===== src/verilog/seq_pkg.sv =====
// shared constants, command encodings and carrier structs for the program sequencer
// assumes one clock domain; decoded commands arrive from the execution datapath
// Overview of operation
// RULE1 - 16-bit program counter addresses instruction fetch
// RULE2 - eight-entry 16-bit return stack, push/pop/call/return
// RULE3 - push shifts down, bottom entry lost
// RULE4 - pop shifts up, bottom entry repeats
// RULE5 - push data word, pop top to data
// RULE6 - counter takes increment or branch target
// RULE7 - untaken conditional branch skips target word
// RULE8 - accumulator loads counter for branch, call
// RULE9 - block move uses counter as source
// RULE10 - repeat count N runs next op N+1
// RULE11 - repeated multicycle ops run one per cycle
// RULE12 - table, multiply, block ops use microcall store
// RULE13 - prefetch, decode, execute overlap three deep
// RULE14 - prefetch counter fills holding or queue register
// RULE15 - queued word moves in after completion
// RULE16 - counter tracks execution, steps per instruction
// RULE17 - call and interrupt push the counter
// RULE18 - internal RAM fetch shortens pipe to two
// RULE19 - discontinuity flushes, two dead cycles or one
// RULE20 - nonzero repeat holds counter and prefetch; a repeated block move still steps the counter once per pass
package seq_pkg;

	localparam int ADDR_W    = 16;
	localparam int WORD_W    = 16;
	localparam int STACK_D   = 8;
	localparam int RPT_W     = 8;

	localparam logic [ADDR_W-1:0] PC_RESET   = 16'h0000;
	localparam logic [ADDR_W-1:0] PFC_RESET  = 16'h0000;
	localparam logic [WORD_W-1:0] WORD_RESET = 16'h0000;
	localparam logic [RPT_W-1:0]  RPT_RESET  = 8'h00;
	localparam logic [1:0]        DEAD_EXT   = 2'h2;
	localparam logic [1:0]        DEAD_BLK0  = 2'h1;
	localparam logic [ADDR_W-1:0] STEP_ONE   = 16'h0001;
	localparam logic [ADDR_W-1:0] STEP_TWO   = 16'h0002;

	typedef enum logic [13:0] {
		OP_NORMAL     = 14'h0001,
		OP_BRANCH     = 14'h0002,
		OP_COND_BR    = 14'h0004,
		OP_CALL       = 14'h0008,
		OP_INTR       = 14'h0010,
		OP_BR_ACC     = 14'h0020,
		OP_CALL_ACC   = 14'h0040,
		OP_RETURN     = 14'h0080,
		OP_PUSH_WORD  = 14'h0100,
		OP_POP_WORD   = 14'h0200,
		OP_REPEAT     = 14'h0400,
		OP_BLOCK_MOVE = 14'h0800,
		OP_MCALL_IN   = 14'h1000,
		OP_MCALL_OUT  = 14'h2000
	} seq_op_t;

	typedef struct packed {
		seq_op_t             op;
		logic                cond_true;
		logic                dest_block0;
		logic [ADDR_W-1:0]   target;
		logic [WORD_W-1:0]   data_word;
	} seq_cmd_t;

	typedef struct packed {
		logic                ack;
		logic                internal_ram;
		logic [WORD_W-1:0]   word;
	} fetch_rsp_t;

endpackage : seq_pkg


===== src/verilog/return_stack.sv =====
// eight-level return stack with shift-down push and shift-up pop
// assumes push and pop are never requested in the same cycle
`timescale 1ns/1ps
module return_stack
	import seq_pkg::*;
(
	input  wire logic              clk_sys,
	input  wire logic              rstn,
	input  wire logic              push,
	input  wire logic              pop,
	input  wire logic [WORD_W-1:0] push_value,
	output logic      [WORD_W-1:0] top
);

	logic [WORD_W-1:0] level_r [STACK_D];

	assign top = level_r[0];

	genvar g;
	generate
		for (g = 0; g < STACK_D; g++) begin : g_level
			always_ff @(posedge clk_sys or negedge rstn) begin
				if (!rstn) begin
					level_r[g] <= WORD_RESET;
				end else if (push) begin
					level_r[g] <= (g == 0) ? push_value : level_r[(g == 0) ? 0 : g-1]; // RULE3
				end else if (pop && g < STACK_D-1) begin
					level_r[g] <= level_r[(g < STACK_D-1) ? g+1 : g]; // RULE4
				end
			end
		end
	endgenerate
endmodule : return_stack


===== src/verilog/repeat_counter.sv =====
// 8-bit repeat counter: load N, then count down once per repeated execution
// load takes priority when load and step coincide
`timescale 1ns/1ps
module repeat_counter
	import seq_pkg::*;
(
	input  wire logic             clk_sys,
	input  wire logic             rstn,
	input  wire logic             load,
	input  wire logic [RPT_W-1:0] load_value,
	input  wire logic             step,
	output logic      [RPT_W-1:0] count,
	output logic                  active
);

	logic [RPT_W-1:0] count_r;

	assign count  = count_r;
	assign active = (count_r != RPT_RESET);

	always_ff @(posedge clk_sys or negedge rstn) begin
		if (!rstn) begin
			count_r <= RPT_RESET;
		end else if (load) begin
			count_r <= load_value; // RULE10
		end else if (step && active) begin
			count_r <= count_r - 8'h01; // RULE10
		end
	end
endmodule : repeat_counter


===== src/verilog/program_sequencer_pipeline.sv =====
// program sequencer: program counter, prefetch queue, return stack, repeat, microcall store
// assumes the program memory answers a fetch in the cycle of the request via fetch_rsp.ack,
// and the datapath raises exec_done with the decoded command for the word in instruction_holding_reg
`timescale 1ns/1ps
module program_sequencer_pipeline
	import seq_pkg::*;
(
	input  wire logic              clk_sys,
	input  wire logic              rstn,
	output logic      [ADDR_W-1:0] program_address_bus,
	output logic                   fetch_req,
	input  wire fetch_rsp_t        fetch_rsp,
	output logic                   instr_valid,
	output logic      [WORD_W-1:0] instruction_holding_reg,
	input  wire logic              exec_done,
	input  wire seq_cmd_t          cmd,
	input  wire logic [WORD_W-1:0] acc_value,
	output logic      [ADDR_W-1:0] program_counter,
	output logic      [ADDR_W-1:0] block_src_addr,
	output logic      [WORD_W-1:0] pop_data_word,
	output logic                   pop_data_valid,
	output logic      [RPT_W-1:0]  repeat_count,
	output logic      [ADDR_W-1:0] microcall_return_store
);

	logic [ADDR_W-1:0] pc_r;
	logic [ADDR_W-1:0] pc_nxt;
	logic [ADDR_W-1:0] pfc_r;
	logic [ADDR_W-1:0] pfc_nxt;
	logic [ADDR_W-1:0] mcs_r;
	logic [WORD_W-1:0] ir_r;
	logic              ir_valid_r;
	logic [WORD_W-1:0] qir_r;
	logic              qir_valid_r;
	logic [1:0]        dead_r;
	logic [WORD_W-1:0] pop_word_r;
	logic              pop_valid_r;

	logic              executed;
	logic              rpt_active;
	logic              consume;
	logic              redirect;
	logic              taken;
	logic              fetch_go;
	logic              ir_free;
	logic              stk_push;
	logic              stk_pop;
	logic [WORD_W-1:0] stk_push_value;
	logic [WORD_W-1:0] stk_top;
	logic [ADDR_W-1:0] redirect_addr;

	assign executed = instr_valid && exec_done;
	// while repeating, the holding register keeps the same word
	assign consume  = executed && !rpt_active; // RULE20

	// any non-incremental change of the program counter
	always_comb begin
		taken         = 1'b0;
		redirect_addr = cmd.target;
		unique case (cmd.op)
			OP_BRANCH, OP_CALL, OP_INTR: taken = 1'b1; // RULE6
			OP_COND_BR:                  taken = cmd.cond_true;
			OP_BR_ACC, OP_CALL_ACC: begin
				taken         = 1'b1;
				redirect_addr = acc_value; // RULE8
			end
			OP_RETURN: begin
				taken         = 1'b1;
				redirect_addr = stk_top;
			end
			default:                     taken = 1'b0;
		endcase
	end

	assign redirect = executed && taken;

	// fetch path: stalls on full queue, dead cycles, flush, and repeat
	assign fetch_req = (dead_r == 2'h0) && !redirect && !qir_valid_r
		&& !(rpt_active && ir_valid_r) // RULE20
		&& !(fetch_rsp.internal_ram && ir_valid_r && !consume); // RULE18
	assign fetch_go            = fetch_req && fetch_rsp.ack;
	assign program_address_bus = pfc_r; // RULE14
	assign ir_free             = !ir_valid_r || consume;

	// prefetch counter and microcall store
	always_comb begin
		pfc_nxt = pfc_r;
		if (fetch_go) begin
			pfc_nxt = pfc_r + STEP_ONE; // RULE14
		end
		if (redirect) begin
			pfc_nxt = redirect_addr; // RULE19
		end else if (executed && cmd.op == OP_MCALL_IN) begin
			pfc_nxt = cmd.target; // RULE12
		end else if (executed && cmd.op == OP_MCALL_OUT) begin
			pfc_nxt = mcs_r; // RULE12
		end
	end

	always_ff @(posedge clk_sys or negedge rstn) begin
		if (!rstn) begin
			pfc_r <= PFC_RESET;
		end else begin
			pfc_r <= pfc_nxt;
		end
	end

	always_ff @(posedge clk_sys or negedge rstn) begin
		if (!rstn) begin
			mcs_r <= PFC_RESET;
		end else if (executed && cmd.op == OP_MCALL_IN && !redirect) begin
			mcs_r <= fetch_go ? pfc_r + STEP_ONE : pfc_r; // RULE12
		end
	end

	// holding and queue registers
	always_ff @(posedge clk_sys or negedge rstn) begin
		if (!rstn) begin
			ir_r        <= WORD_RESET;
			ir_valid_r  <= 1'b0;
			qir_r       <= WORD_RESET;
			qir_valid_r <= 1'b0;
		end else if (redirect) begin
			ir_valid_r  <= 1'b0; // RULE19
			qir_valid_r <= 1'b0;
		end else begin
			if (consume && qir_valid_r) begin
				ir_r        <= qir_r; // RULE15
				qir_valid_r <= 1'b0;
			end else if (fetch_go && ir_free) begin
				ir_r       <= fetch_rsp.word; // RULE14
				ir_valid_r <= 1'b1;
			end else if (fetch_go) begin
				qir_r       <= fetch_rsp.word; // RULE14
				qir_valid_r <= 1'b1; // RULE13
			end else if (consume) begin
				ir_valid_r <= 1'b0;
			end
		end
	end

	// dead execution cycles after a discontinuity
	always_ff @(posedge clk_sys or negedge rstn) begin
		if (!rstn) begin
			dead_r <= 2'h0;
		end else if (redirect) begin
			dead_r <= cmd.dest_block0 ? DEAD_BLK0 : DEAD_EXT; // RULE19
		end else if (dead_r != 2'h0) begin
			dead_r <= dead_r - 2'h1;
		end
	end

	// program counter follows execution, not fetch
	always_comb begin
		pc_nxt = pc_r;
		if (redirect) begin
			pc_nxt = redirect_addr; // RULE6
		end else if (executed && cmd.op == OP_BLOCK_MOVE) begin
			pc_nxt = pc_r + STEP_ONE; // RULE9
		end else if (consume && cmd.op == OP_COND_BR) begin
			pc_nxt = pc_r + STEP_TWO; // RULE7
		end else if (consume) begin
			pc_nxt = pc_r + STEP_ONE; // RULE16
		end
	end

	always_ff @(posedge clk_sys or negedge rstn) begin
		if (!rstn) begin
			pc_r <= PC_RESET;
		end else begin
			pc_r <= pc_nxt; // RULE1
		end
	end

	// return stack traffic
	always_comb begin
		stk_push       = 1'b0;
		stk_pop        = 1'b0;
		stk_push_value = pc_r;
		if (executed) begin
			unique case (cmd.op)
				OP_CALL: begin
					stk_push       = 1'b1; // RULE17
					stk_push_value = pc_r + STEP_TWO;
				end
				OP_CALL_ACC: begin
					stk_push       = 1'b1; // RULE17
					stk_push_value = pc_r + STEP_ONE;
				end
				OP_INTR: begin
					stk_push       = 1'b1; // RULE17
					stk_push_value = pc_r;
				end
				OP_PUSH_WORD: begin
					stk_push       = 1'b1; // RULE5
					stk_push_value = cmd.data_word;
				end
				OP_RETURN, OP_POP_WORD: stk_pop = 1'b1; // RULE2
				default:                stk_pop = 1'b0;
			endcase
		end
	end

	always_ff @(posedge clk_sys or negedge rstn) begin
		if (!rstn) begin
			pop_word_r  <= WORD_RESET;
			pop_valid_r <= 1'b0;
		end else begin
			pop_valid_r <= executed && cmd.op == OP_POP_WORD;
			if (executed && cmd.op == OP_POP_WORD) begin
				pop_word_r <= stk_top; // RULE5
			end
		end
	end

	return_stack u_stack (
		.clk_sys    (clk_sys),
		.rstn       (rstn),
		.push       (stk_push),
		.pop        (stk_pop),
		.push_value (stk_push_value),
		.top        (stk_top)
	);

	// each repeated pass completes in one cycle, the word stays in place
	repeat_counter u_repeat (
		.clk_sys    (clk_sys),
		.rstn       (rstn),
		.load       (consume && cmd.op == OP_REPEAT),
		.load_value (cmd.data_word[RPT_W-1:0]),
		.step       (executed), // RULE11
		.count      (repeat_count),
		.active     (rpt_active)
	);

	assign instr_valid             = ir_valid_r;
	assign instruction_holding_reg = ir_r;
	assign program_counter         = pc_r;
	assign block_src_addr          = pc_r; // RULE9
	assign pop_data_word           = pop_word_r;
	assign pop_data_valid          = pop_valid_r;
	assign microcall_return_store  = mcs_r;
endmodule : program_sequencer_pipeline


===== config.mk =====
export PLATFORM = sky130hd
export DESIGN_NAME = program_sequencer_pipeline
export DESIGN_NICKNAME = d
export VERILOG_FILES = /design/src/verilog/seq_pkg.sv /design/src/verilog/return_stack.sv /design/src/verilog/repeat_counter.sv /design/src/verilog/program_sequencer_pipeline.sv
export SDC_FILE = /design/constraint.sdc
export NUM_CORES = 1
export LEC_CHECK = 0
export ABC_CLOCK_PERIOD_IN_PS = 6500
export CAP_MARGIN = 20
export CORE_MARGIN = 4
export CORE_UTILIZATION = 35
export CTS_CLUSTER_DIAMETER = 200
export CTS_CLUSTER_SIZE = 20
export DETAILED_ROUTE_END_ITERATION = 16
export DONT_BUFFER_PORTS = 1
export GPL_TIMING_DRIVEN = 1
export PLACE_DENSITY = 0.45
export SYNTH_ARGS = -nofsm -noshare
export SYNTH_HDL_FRONTEND = slang
export SYNTH_SLANG_ARGS = --single-unit

===== constraint.sdc =====
create_clock -name clk_sys -period 6.5 [get_ports clk_sys]
set_clock_uncertainty 0.2 [all_clocks]
set_input_delay 0.325 -clock clk_sys [delete_from_list [all_inputs] [get_ports clk_sys]]
set_output_delay 0.325 -clock clk_sys [all_outputs]
set_load 0.005 [all_outputs]

=== Word level (Yosys, flattened, before mapping) ===
Cells that the tools add are included.

* Register bits: 237
* Output and inout port bits: 107
* Word-level logic and storage cells: 136

* Add/sub/neg operators: 5
* Equality and inequality tests: 16
* Mux-type cells: 46
* Bitwise operators: 3
* Reductions and logical operators: 47

{| class="wikitable"
|+ Operators by type and width
! operator !! number
|-
| $mux W16 || 25
|-
| $pmux W16 S3 || 1
|-
| $add A16 B1 Y16 const B || 2
|-
| $pmux W16 S2 || 1
|-
| $logic_and A1 B1 Y1 || 21
|-
| $add A16 B2 Y16 const B || 1
|-
| $mux W8 || 2
|-
| $eq A14 B10 Y1 const B || 1
|-
| $eq A14 B11 Y1 const B || 1
|-
| $eq A14 B12 Y1 const B || 1
|-
| $eq A14 B13 Y1 const B || 1
|-
| $eq A14 B14 Y1 const B || 1
|-
| $eq A14 B2 Y1 const B || 1
|-
| $eq A14 B3 Y1 const B || 1
|-
| $eq A14 B4 Y1 const B || 1
|-
| $eq A14 B5 Y1 const B || 1
|-
| $eq A14 B6 Y1 const B || 1
|-
| $eq A14 B7 Y1 const B || 1
|-
| $eq A14 B8 Y1 const B || 1
|-
| $eq A14 B9 Y1 const B || 1
|-
| $mux W1 || 13
|-
| $reduce_bool A2 Y1 || 5
|-
| $reduce_bool A8 Y1 || 1
|-
| $sub A8 B1 Y8 const B || 1
|-
| other kinds (18) || 31
|}

=== Logic depth before layout (Yosys ltp) ===
Gate-level depths: netlist of run 1.

* Word-level depth: 14
* Depth in mapped cells: 11
* Gate-level depth less buffers: 9

=== Modules after synthesis ===
Synthesis of run 1 repeated with hierarchy kept, for this count alone.

* Cell total of the unflattened synthesis: 1,317
* Area total of the unflattened synthesis: 12,931.2 um2

{| class="wikitable"
|+ Modules (own cells, without submodules)
! module !! instances !! cells each !! area an instance (um2) !! seq. area each (um2)
|-
| program_sequencer_pipeline || 1 || 717 || 6,422.4 || 2,527.4
|-
| return_stack || 1 || 536 || 5,941.9 || 3,203.1
|-
| repeat_counter || 1 || 64 || 566.8 || 200.2
|}

=== Worst setup path before layout of run 1 ===
No wires, ideal clock.

* Path kind: flip-flop to flip-flop
* Start point: register u_repeat.count_r[0], in the netlist u_repeat.count[0]
* End point: register pc_r[12], in the netlist block_src_addr[12]
* Setup time: 0.118 ns
* Arrival: 2.476 ns
* Data required time: 6.182 ns
* Slack: 3.706 ns
* Cell stages (with the launch flop): 11
* Path buffers: 1
* Path through: dfrtp_1 > inv_1 > ha_1 > nor4b_1 > nand2_1 > or4_1 > buf_2 > mux2_4 > nor3_2 > xor2_1 > a21o_1

* Longest elaborated chain between the ends: 7
* Elaborated cells between the ends (all ways): 8

{| class="wikitable"
|+ RTL lines
! element !! RTL line !! text
|-
| from (decl) || repeat_counter.sv:16 || <nowiki>logic [RPT_W-1:0] count_r;</nowiki>
|-
| from (signal assigned) || repeat_counter.sv:25 || <nowiki>count_r <= load_value;</nowiki>
|-
| from (signal assigned) || repeat_counter.sv:27 || <nowiki>count_r <= count_r - 8'h01;</nowiki>
|-
| $reduce_bool A8 Y1 (*) || repeat_counter.sv:19 || <nowiki>assign active = (count_r != RPT_RESET);</nowiki>
|-
| $logic_not A1 Y1 (*) || program_sequencer_pipeline.sv:54 || <nowiki>assign consume = executed && !rpt_active;</nowiki>
|-
| $logic_and A1 B1 Y1 (*) || program_sequencer_pipeline.sv:54 ||
|-
| $logic_and A1 B1 Y1 || program_sequencer_pipeline.sv:160 || <nowiki>end else if (consume && cmd.op == OP_COND_BR) begin</nowiki>
|-
| $mux W16 || program_sequencer_pipeline.sv:160 ||
|-
| $mux W16 || program_sequencer_pipeline.sv:158 || <nowiki>end else if (executed && cmd.op == OP_BLOCK_MOVE) begin</nowiki>
|-
| $mux W16 || program_sequencer_pipeline.sv:156 || <nowiki>if (redirect) begin</nowiki>
|-
| to (signal assigned) || program_sequencer_pipeline.sv:171 || <nowiki>pc_r <= pc_nxt;</nowiki>
|-
| to (decl) || program_sequencer_pipeline.sv:26 || <nowiki>logic [ADDR_W-1:0] pc_r;</nowiki>
|}

Every way passes the cells marked *; elsewhere a longest branch is shown, timed or not.
A chain may end at the register's enable or synchronous reset.

=== Worst setup path after layout of run 1 ===
* Start point: register u_repeat.count_r[0], in the netlist u_repeat.count[0]
* End point: register pc_r[13], in the netlist block_src_addr[13]

Same word-level chain as after synthesis.

==> results of run 1 <==
-- worst max path at each step --
stage	startpoint	to	slack (ns)	cells past startpoint
3_3_place_gp	cmd[35]	u_stack.top[0]	2.62	9
3_5_place_dp	cmd[35]	u_stack.top[0]	2.62	9
4_1_cts	u_repeat.count[0]	block_src_addr[13]	2.26	10
6_report	u_repeat.count[0]	block_src_addr[13]	2.29	10
5_1_grt	u_repeat.count[1]	block_src_addr[13]	2.08	10
2_1_floorplan	u_repeat.count[0]	block_src_addr[12]	3.71	10
-- timing repair --
action | 4_1_cts | 5_1_grt
hold buffers | 71 | 0
endpoints found under the setup margin | 0 | 0
hold endpoints to repair | 319 | 0
-- cell type report --
cell class / instances / area (um^2)
Fill cell: 3678 / 21670
Multi-Input combinational cell: 1007 / 6055
Sequential cell: 237 / 5931
Timing Repair Buffer: 88 / 888.4
Tap cell: 461 / 576.8
Clock buffer: 15 / 375.4
Inverter: 18 / 67.56
Clock inverter: 1 / 5.005
Antenna cell: 2 / 5.005
-- layer usage --
layer | vias to the layer above | track usage | part of all wire
met3 | 58 | 0.05037 | 0.079
met4 | 4 | 0.05177 | 0.026
met5 | - | 0 | 0.00062
met2 | 323 | 0.2895 | 0.43
li1 | 4837 | - | -
met1 | 5020 | 0.2858 | 0.47
-- worst register-to-register path: stages (launching register included) --
cell	delay, ns
dfrtp_1	0.42
inv_1	0.13
ha_1	0.16
nor4b_1	0.51
nand2_1	0.39
or4_1	0.77
nand2_1	0.22
nor4_1	0.07
a2111oi_0	0.58
a31oi_1	0.09
dlygate4sd3_1	0.60
-- cell usage after synthesis (6+ instances only) --
master	n	area [um^2]
buf_2	15	75.07
ha_1	6	75.07
dfrtp_1	237	5931
o21ai_1	53	265.3
nand3_1	28	140.1
nand4_1	9	56.30
a211oi_1	7	52.55
buf_4	34	255.2
mux2_2	25	281.5
xor2_1	13	113.9
mux2i_1	96	960.9
nor4_1	6	37.54
buf_1	8	30.03
a21oi_1	48	240.2
inv_1	18	67.56
o31ai_1	8	60.06
clkbuf_1	47	176.4
nor2_1	75	281.5
nand2_1	284	1066
xnor2_1	26	227.7
o21ai_0	123	615.6
or4_1	6	45.04
a222oi_1	10	100.1
a21o_1	6	45.04
nor3_1	18	90.09
a31oi_1	24	150.1
o211ai_1	8	60.06
and3_1	8	50.05
a22oi_1	33	247.7
-- cells by family after synthesis --
family / after synthesis / share of synthesized area
and+or+nand+nor: 484 / 0.1748
DFF: 237 / 0.4705
muxes: 122 / 0.09976
xor gates and xnor gates: 39 / 0.02710
AOI/OAI and AO/OA: 356 / 0.1698
adders and majority gates: 6 / 0.005956
buffers and inverters: 128 / 0.05201
-- power by group --
group	switching [mW]	internal [mW]
Clock	0.509	0.416
Combinational	0.263	0.200
Sequential	0.181	1.62
==> impl_metrics.env, run 1 <==
export IMPL_dp_cells=1739
export IMPL_die_h_um=197.8
export IMPL_clk_pin_slew_ns=0.10
export IMPL_grt_overflow=0
export IMPL_die_x_um=197.8
export IMPL_io_buffer_count=0
export IMPL_drive_gt1_frac=0.05857
export IMPL_setup_viol=0
export IMPL_worstSkewPairLatency_ns=0.50
export IMPL_worstMarginPinSlew_ns=1.109
export IMPL_hold_viol_final=0
export IMPL_setup_ws_ns=2.290
export IMPL_antenna_found_initial=2
export IMPL_grt_start_max_net_pins=238
export IMPL_largest_reg_flops=112
export IMPL_cpLargestDelayFamily="simple AND/OR/NAND/NOR gates"
export IMPL_rsz0062_at_grt="no"
export IMPL_p_total_mw=3.186
export IMPL_ant_nets=0
export IMPL_root_buffer="clkbuf_16"
export IMPL_num_vias=10240
export IMPL_ys_flop_type="dfrtp_1"
export IMPL_critPathBufInv=2
export IMPL_stdcell_area_mm2=0.01390
export IMPL_synth_area_mm2=0.01260
export IMPL_cts_sinks=237
export IMPL_synth_edff_count=0
export IMPL_initial_utilization=0.3544
export IMPL_synth_nets=1463
export IMPL_mostFrequentLayoutCells="nand2_1, dfrtp_1, o21ai_0"
export IMPL_slew_viol_final=0
export IMPL_period_minus_slack_ns=4.210
export IMPL_ios=192
export IMPL_drtPass1Iterations=7
export IMPL_fmax_mhz=237.5
export IMPL_worst_endpoint_arrival_ns=4.41
export IMPL_utilization=0.3909
export IMPL_die_area_mm2=0.03911
export IMPL_tritoncts="yes"
export IMPL_netlist_instances=1372
export IMPL_synthArstFlopShare=1.000
export IMPL_drt_iter0_drc=1074
export IMPL_synth_seq_cells=237
export IMPL_hold_end="block_src_addr[5]"
export IMPL_rr_worst_depth=10
export IMPL_worst_setup_path_end_kind="flop"
export IMPL_drc=0
export IMPL_first_global_vias=10190
export IMPL_r2r_start="u_repeat.count[0]"
export IMPL_dpl_hpwl_mm=26.60
export IMPL_core_mm2=0.03557
export IMPL_final_common_cell="nand2_1"
export IMPL_yosysWarnings=0
export IMPL_power_density_mw_per_mm2=229.2
export IMPL_vias_per_cell=5.600
export IMPL_fin_tns_setup_ns=0
export IMPL_rows=69
export IMPL_worstHoldStart="acc_value[5]"
export IMPL_postPlaceCellArea_mm2=0.01276
export IMPL_syn2layout_area_growth_pct=10.30
export IMPL_regMostFlops="u_stack.level_r"
export IMPL_grt_pass1_wl_mm=61.33
export IMPL_path_cells="inv_1 > ha_1 > nor4b_1 > nand2_1 > or4_1 > nand2_1 > nor4_1 > a2111oi_0 > a31oi_1 > dlygate4sd3_1"
export IMPL_cts_resized=0
export IMPL_cts_made_buffers=15
export IMPL_r2r_end="block_src_addr[13]"
export IMPL_clk_path_buf_depth=3
export IMPL_crit_path_max_fanout=8
export IMPL_p_leak_nw=5.718
export IMPL_fin_cells=1829
export IMPL_wirelength_mm=38.77
export IMPL_vdd_drop_max_mv=0.1947
export IMPL_fin_crit_sh=0.6477
export IMPL_crit_top_cell="nand2_1"
export IMPL_holdPathStages=3
export IMPL_layout_nets=1458
export IMPL_min_path_type="input pin to flop"
export IMPL_cap_violations=0
export IMPL_ys_types=67
export IMPL_run_status="completed"
export IMPL_slew_headroom=0.2610
export IMPL_critPathRequiredTime_ns=6.70
export IMPL_routabilityCongestion=0.9056
export IMPL_track_usage=0.1957
export IMPL_path_class="flop to flop"
export IMPL_cpPeakStageDelay_ns=0.76
export IMPL_ys_seq_area_frac=0.4705
export IMPL_slowest_stage="or4_1"
export IMPL_hold_ws_ns=0.02446
export IMPL_rrSetupSlack_ns=2.29
export IMPL_critPathLaunchType="flop"
export IMPL_post_cts_buffers=0
export IMPL_wl_per_cell_um=21.20
export IMPL_post_place_ws_ns=2.619
export IMPL_htree_levels=1
export IMPL_syn_area_per_cell_um2=9.187
(Power assumes the default switching activity.)
==> run 2: changes to the inputs <==
--- a/config.mk
+++ b/config.mk
@@ -5,7 +5,8 @@
 export SDC_FILE = /design/constraint.sdc
 export NUM_CORES = 1
 export LEC_CHECK = 0
-export ABC_CLOCK_PERIOD_IN_PS = 6500
+export ABC_AREA = 1
+export ABC_CLOCK_PERIOD_IN_PS = 3950
 export CAP_MARGIN = 20
 export CORE_MARGIN = 4
 export CORE_UTILIZATION = 35
==> constraint.sdc (replaced) <==
create_clock -name clk_sys -period 3.95 [get_ports clk_sys]
set_clock_uncertainty 0.2 [all_clocks]
set_input_delay 0.1975 -clock clk_sys [delete_from_list [all_inputs] [get_ports clk_sys]]
set_output_delay 0.1975 -clock clk_sys [all_outputs]
set_load 0.005 [all_outputs]
==> run 2 against run 1 <==
Register-to-register slack worse by 1.6 ns. Final area rose by 5.0%. Combinational power rose to 2.8 times the previous value. Global-route usage rose by 1.6 points. Largest power group unchanged. The flow now finishes with violations (negative hold slack). First-iteration DRC count fell by 14%. Sequential share of layout area fell by 2.0 points.
==> impl_metrics.env, run 2 <==
export IMPL_run_status="complete, but fails checks"
export IMPL_violations="negative hold slack"
export IMPL_dpl_hpwl_mm=30.49
export IMPL_antenna_found_initial=2
export IMPL_htree_levels=1
export IMPL_worst_setup_path_end_kind="flop"
export IMPL_cts_resized=0
export IMPL_tritoncts="yes"
export IMPL_switchingPower_mw=2.086
export IMPL_hold_ws_ns=-0.8350
export IMPL_fin_crit_sh=0.8402
export IMPL_largest_reg_flops=112
export IMPL_die_x_um=202.0
export IMPL_rows=70
export IMPL_initial_utilization=0.3571
export IMPL_grt_pass1_wl_mm=68.85
export IMPL_fmax_mhz=301.3
export IMPL_synth_top_area_cell="dfrtp_1"
export IMPL_wl_met1_mm=20.85
export IMPL_ys_top_cells_by_count="nand2_1, dfrtp_1, inv_1"
export IMPL_worst_endpoint_arrival_ns=3.58
export IMPL_synth_seq_cells=237
export IMPL_synth_nets=1798
export IMPL_mostFrequentLayoutCells="nand2_1, dfrtp_1, inv_1"
export IMPL_cap_violations=0
export IMPL_period_minus_slack_ns=3.319
export IMPL_vias_per_cell=5.222
export IMPL_clk_path_buf_depth=3
export IMPL_fin_cells=2225
export IMPL_min_path_type="input pin to asynchronous set/reset pin"
export IMPL_ctsHoldBuffers=79
export IMPL_drtPass1Iterations=7
export IMPL_crit_top_cell="nand2_1"
export IMPL_slew_headroom=0.3148
export IMPL_setup_viol=0
export IMPL_p_int_mw=3.933
export IMPL_vdd_drop_max_mv=0.2037
export IMPL_dr_wl_met2_mm=19.29
export IMPL_p_leak_nw=6.952
export IMPL_drc=0
export IMPL_netlist_instances=1707
export IMPL_yosysWarnings=0
export IMPL_seqCellArea_mm2=0.005931
export IMPL_fin_tns_setup_ns=0
export IMPL_ys_seq_area_frac=0.4504
export IMPL_path_cells="dlygate4sd3_1 > nor2_4 > nand2_4 > nor2_8 > nand2_2 > nand2_2 > inv_2 > o21ai_1 > o21ai_2 > nand2_1 > a21oi_1 > nand2_1 > nand2_1 > dlygate4sd3_1"
export IMPL_r2r_start="instr_valid"
export IMPL_multiInputGateArea_mm2=0.005959
export IMPL_synth_area_mm2=0.01317
export IMPL_pwr_share_seq=0.524
export IMPL_postPlaceCellArea_mm2=0.01342
export IMPL_core_mm2=0.03687
export IMPL_io_buffer_count=0
export IMPL_grt_start_max_net_pins=238
export IMPL_regMostFlops="u_stack.level_r"
export IMPL_critPathLaunchType="input pin"
export IMPL_post_cts_buffers=0
export IMPL_rsz0062_at_grt="no"
export IMPL_nFillCells=3809
export IMPL_slowest_stage="dlygate4sd3_1"
export IMPL_cpPeakStageDelay_ns=0.61
export IMPL_grt_overflow=0
export IMPL_synthArstFlopShare=1.000
export IMPL_crit_path_max_fanout=16
export IMPL_clkPwrFrac=0.262
export IMPL_p_total_mw=6.019
export IMPL_critPathRequiredTime_ns=4.21
export IMPL_path_class="input pin to flop"
export IMPL_synth_top_area_share=0.4504
export IMPL_stdcell_area_mm2=0.01460
export IMPL_wl_met3_mm=3.315
export IMPL_topRoutingLayerUsed="met5"
export IMPL_routabilityCongestion=0.9484
export IMPL_worstMarginPinSlew_ns=1.025
export IMPL_p_comb_frac=0.214
export IMPL_hold_viol_final=237
export IMPL_dp_cells=2129
export IMPL_die_area_mm2=0.04079
export IMPL_worstSkewPairLatency_ns=0.51
export IMPL_final_common_cell="nand2_1"
export IMPL_ys_types=47
export IMPL_swShare=0.3466
export IMPL_die_h_um=202.0
export IMPL_num_vias=11620
export IMPL_cts_made_buffers=15
export IMPL_ant_nets=0
export IMPL_wl_per_cell_um=19.97
export IMPL_ys_flop_type="dfrtp_1"
export IMPL_drt_iter0_drc=922
export IMPL_wirelength_mm=44.44
export IMPL_clk_pin_slew_ns=0.10
export IMPL_track_usage=0.2120
export IMPL_syn_area_per_cell_um2=7.714
export IMPL_cts_sinks=237
export IMPL_first_global_vias=11230
export IMPL_startpoint="cmd[43]"
export IMPL_ys_top_cells_by_area="dfrtp_1, nand2_1, inv_1"
export IMPL_syn2layout_area_growth_pct=10.89
export IMPL_antennaDiodeCount=0
export IMPL_ios=192
export IMPL_slew_viol_final=0
export IMPL_root_buffer="clkbuf_16"
export IMPL_power_density_mw_per_mm2=412.2
export IMPL_drive_gt1_frac=0.04997
export IMPL_synth_edff_count=0
export IMPL_layout_nets=1812
export IMPL_yosysMostFrequentCell="nand2_1"
[run 2: cell count changes after synthesis, moves of 18 or more]
cell,change
nand4_1,+20
buf_2,+22
mux2_2,-25
o21ai_1,-28
xnor2_1,-24
nor2_1,+72
inv_1,+168
nand2_1,+119
nand3_1,+25
xor2_1,+18
a21oi_1,+61
mux2i_1,-96
a211oi_1,+35
[run 2: logic make-up after synthesis]
kind of cell | count (synthesis) | synth area share
AOI/OAI and AO/OA | 435 | 0.1983
xor gates and xnor gates | 33 | 0.02195
adders and majority gates | 6 | 0.005701
buffers and inverters | 299 | 0.09702
DFF | 237 | 0.4504
and+or+nand+nor | 697 | 0.2266
[run 2: area by class of cell]
class / instances / share of cell area
Timing Repair Buffer: 98 / 0.06478
Clock inverter: 2 / 0.0009426
Tap cell: 504 / 0.04319
Multi-Input combinational cell: 1171 / 0.4081
Sequential cell: 237 / 0.4062
Inverter: 198 / 0.05107
Clock buffer: 15 / 0.02571
[run 2: power groups by stage]
stage / clock [mW] / combinational (mW) / sequential, mW
finish: 1.58 / 1.29 / 3.15
detailed placement: 0 / 1.19 / 3.21
CTS: 1.65 / 1.29 / 3.16
global route: 1.73 / 1.48 / 3.20
floorplan: 0 / 1.10 / 3.04
global placement: 0 / 1.19 / 3.21
[run 2: path summary, 6_finish.rpt]
check / slack (ns) / end / cells after the start
worst max-delay path: 0.63 / program_address_bus[15] / 14
worst min-delay path: -0.83 / microcall_return_store[3] / 0
worst max register to register: 0.71 / program_address_bus[13] / 8
worst min register to register: 0.27 / u_stack.level_r[0] / 2
max in group asynchronous: 3.83 / u_stack.level_r[94] / 0
min in group clk_sys: 0.04 / block_src_addr[2] / 6
[run 2: through the flow]
step	worst slack, ns	utilization	hold WS, ns
finish	0.6311	0.3960	-0.8350
global route	0.3985	0.3960	-0.8568
CTS	0.6524	0.3960	-0.8412
detailed placement	0.8561	0.3640	-0.2914
global placement	0.9056	0.3640	-0.2911
floorplan	1.846	-	-0.2981
[run 2: worst max-delay path: cells and delay by family]
kind                   cells  cell delay, ns
and+or+nand+nor            8            1.36
AOI/OAI and AO/OA          3            0.80
buffers and inverters      3            1.22
[run 2: routing by layer]
layer  global-route usage  vias up
met4              0.04932        4
met2               0.3218      337
met3              0.04637       60
met5                    0        -
met1               0.3096     5543
li1                     -     5675
==> run 3: changes to the inputs <==
--- a/config.mk
+++ b/config.mk
@@ -6,7 +6,7 @@
 export NUM_CORES = 1
 export LEC_CHECK = 0
 export ABC_AREA = 1
-export ABC_CLOCK_PERIOD_IN_PS = 3950
+export ABC_CLOCK_PERIOD_IN_PS = 3300
 export CAP_MARGIN = 20
 export CORE_MARGIN = 4
 export CORE_UTILIZATION = 35
==> constraint.sdc (replaced) <==
create_clock -name clk_sys -period 3.3 [get_ports clk_sys]
set_clock_uncertainty 0.2 [all_clocks]
set_input_delay 0.165 -clock clk_sys [delete_from_list [all_inputs] [get_ports clk_sys]]
set_output_delay 0.165 -clock clk_sys [all_outputs]
set_load 0.005 [all_outputs]
==> run 3 against run 2 <==
The run still ends with negative hold slack left. Register-to-register slack worse by 0.45 ns. Worst hold slack worse by 0.025 ns. Wire length up 2.9%. Critical path depth up 1. Combinational power up 36%. Non-clock buffer count up 18. Sequential share of layout area down 0.52 points. Sequential power up 20%.
==> impl_metrics.env, run 3 (synthesis gave the netlist of run 2 again) <==
export IMPL_clk_pin_slew_ns=0.10
export IMPL_fmax_mhz=319.8
export IMPL_ctsHoldBuffers=84
export IMPL_run_status="complete, but fails checks"
export IMPL_p_leak_nw=7.023
export IMPL_worstSkewPairLatency_ns=0.52
export IMPL_regMostFlops="u_stack.level_r"
export IMPL_mostFrequentLayoutCells="nand2_1, dfrtp_1, inv_1"
export IMPL_fin_tns_setup_ns=0
export IMPL_post_cts_buffers=0
export IMPL_slowest_stage="dlygate4sd3_1"
export IMPL_cap_violations=0
export IMPL_fin_crit_sh=0.9475
export IMPL_power_density_mw_per_mm2=502.2
export IMPL_rows=70
export IMPL_largest_reg_flops=112
export IMPL_setup_viol=0
export IMPL_grt_pass1_wl_mm=70.95
export IMPL_crit_path_max_fanout=14
export IMPL_antennaDiodeCount=0
export IMPL_grt_overflow=0
export IMPL_drt_iter0_drc=847
export IMPL_dpl_hpwl_mm=31.90
export IMPL_die_h_um=202.0
export IMPL_tritoncts="yes"
export IMPL_hold_ws_ns=-0.8599
export IMPL_drc=0
export IMPL_worst_setup_path_end_kind="flop"
export IMPL_core_mm2=0.03687
export IMPL_hold_viol_final=237
export IMPL_critPathRequiredTime_ns=3.55
export IMPL_clk_path_buf_depth=3
export IMPL_first_global_vias=11390
export IMPL_routabilityCongestion=0.8903
export IMPL_nFillCells=3843
export IMPL_antenna_found_initial=0
export IMPL_vdd_drop_max_mv=0.2387
export IMPL_period_minus_slack_ns=3.127
export IMPL_root_buffer="clkbuf_16"
export IMPL_ant_nets=0
export IMPL_final_common_cell="nand2_1"
export IMPL_syn2layout_area_growth_pct=12.32
export IMPL_critPathLaunchType="input pin"
export IMPL_min_path_type="input pin to asynchronous set/reset pin"
export IMPL_wl_per_cell_um=20.40
export IMPL_stdcell_area_mm2=0.01479
export IMPL_drtPass1Iterations=6
export IMPL_cts_sinks=237
export IMPL_violations="negative hold slack"
export IMPL_path_class="input pin to flop"
export IMPL_worst_endpoint_arrival_ns=3.38
export IMPL_crit_top_cell="nand2_1"
export IMPL_worstMarginPinSlew_ns=1.018
export IMPL_slew_viol_final=0
export IMPL_postPlaceCellArea_mm2=0.01353
export IMPL_layout_nets=1830
export IMPL_die_x_um=202.0
export IMPL_track_usage=0.2183
export IMPL_ios=192
export IMPL_io_buffer_count=0
export IMPL_drive_gt1_frac=0.05808
export IMPL_cts_made_buffers=15
export IMPL_vias_per_cell=5.226
export IMPL_rsz0062_at_grt="no"
export IMPL_num_vias=11720
export IMPL_htree_levels=1
export IMPL_die_area_mm2=0.04079
export IMPL_path_cells="dlygate4sd3_1 > nor2_4 > nand2_4 > nor2_8 > nand2_2 > nand2_1 > nor2_1 > nand2_2 > a21oi_2 > buf_4 > nand4_1 > nand3_1 > nand2_1 > nand2_1 > dlygate4sd3_1"
export IMPL_initial_utilization=0.3571
export IMPL_cpPeakStageDelay_ns=0.61
export IMPL_wirelength_mm=45.75
export IMPL_grt_start_max_net_pins=238
export IMPL_slew_headroom=0.3202
[run 3: through the flow]
step	total power, mW	worst slack (ns)	util	instances
after floorplan	4.945	1.196	-	1707
after global placement	5.447	0.4367	0.3670	2142
after detailed placement	5.448	0.3334	0.3670	2142
after CTS	7.496	0.1038	0.4003	2243
after global routing	7.895	0.01207	0.4011	2243
final	7.428	0.1734	0.4011	2243
[run 3: where the power goes]
part	leakage [nW]	internal (mW)	switching, mW
logic	3.93	0.659	1.09
registers	2.90	3.29	0.487
clock network	0.193	0.827	1.07
[run 3: area by class of cell]
class	instances	area [um^2]	share of cell area
Multi-Input combinational cell	1171	5984	0.4046
Clock buffer	15	375.4	0.02538
Inverter	198	749.5	0.05067
Sequential cell	237	5931	0.4010
Tap cell	504	630.6	0.04264
Timing Repair Buffer	116	1106	0.07478
Clock inverter	2	13.76	0.0009305
[run 3: worst max-delay path: cells and delay by family]
family	cells	cell delay, ns
AND/OR/NAND/NOR	11	1.18
buffers and inverters	3	1.44
AO/OA/AOI/OAI	1	0.56
[run 3: worst paths after layout]
kind                                         start                   endpoint  slack (ns)  cells after the start
worst max-delay path                       cmd[42]     program_address_bus[3]        0.17                     15
worst min-delay path                          rstn  microcall_return_store[3]       -0.86                      0
worst max register to register   u_repeat.count[3]     program_address_bus[3]        0.26                     12
worst min register to register  u_stack.level_r[8]         u_stack.level_r[8]        0.27                      2
max in group asynchronous                     rstn       u_stack.level_r[110]        3.11                      0
min in group clk_sys                       cmd[43]          u_repeat.count[6]        0.03                      6
[run 3: repair_timing]
item | in CTS | in global routing
hold endpoints to repair | 346 | 237
endpoints found under the setup margin | 0 | 6
resized for setup | 0 | 5
[run 3: metal layers]
layer | vias to the layer above | GRT usage | part of all wire
met4 | 0 | 0.04736 | 0.021
met5 | - | 0 | 0
li1 | 5701 | - | -
met3 | 53 | 0.03289 | 0.060
met2 | 320 | 0.3341 | 0.44
met1 | 5647 | 0.3277 | 0.48
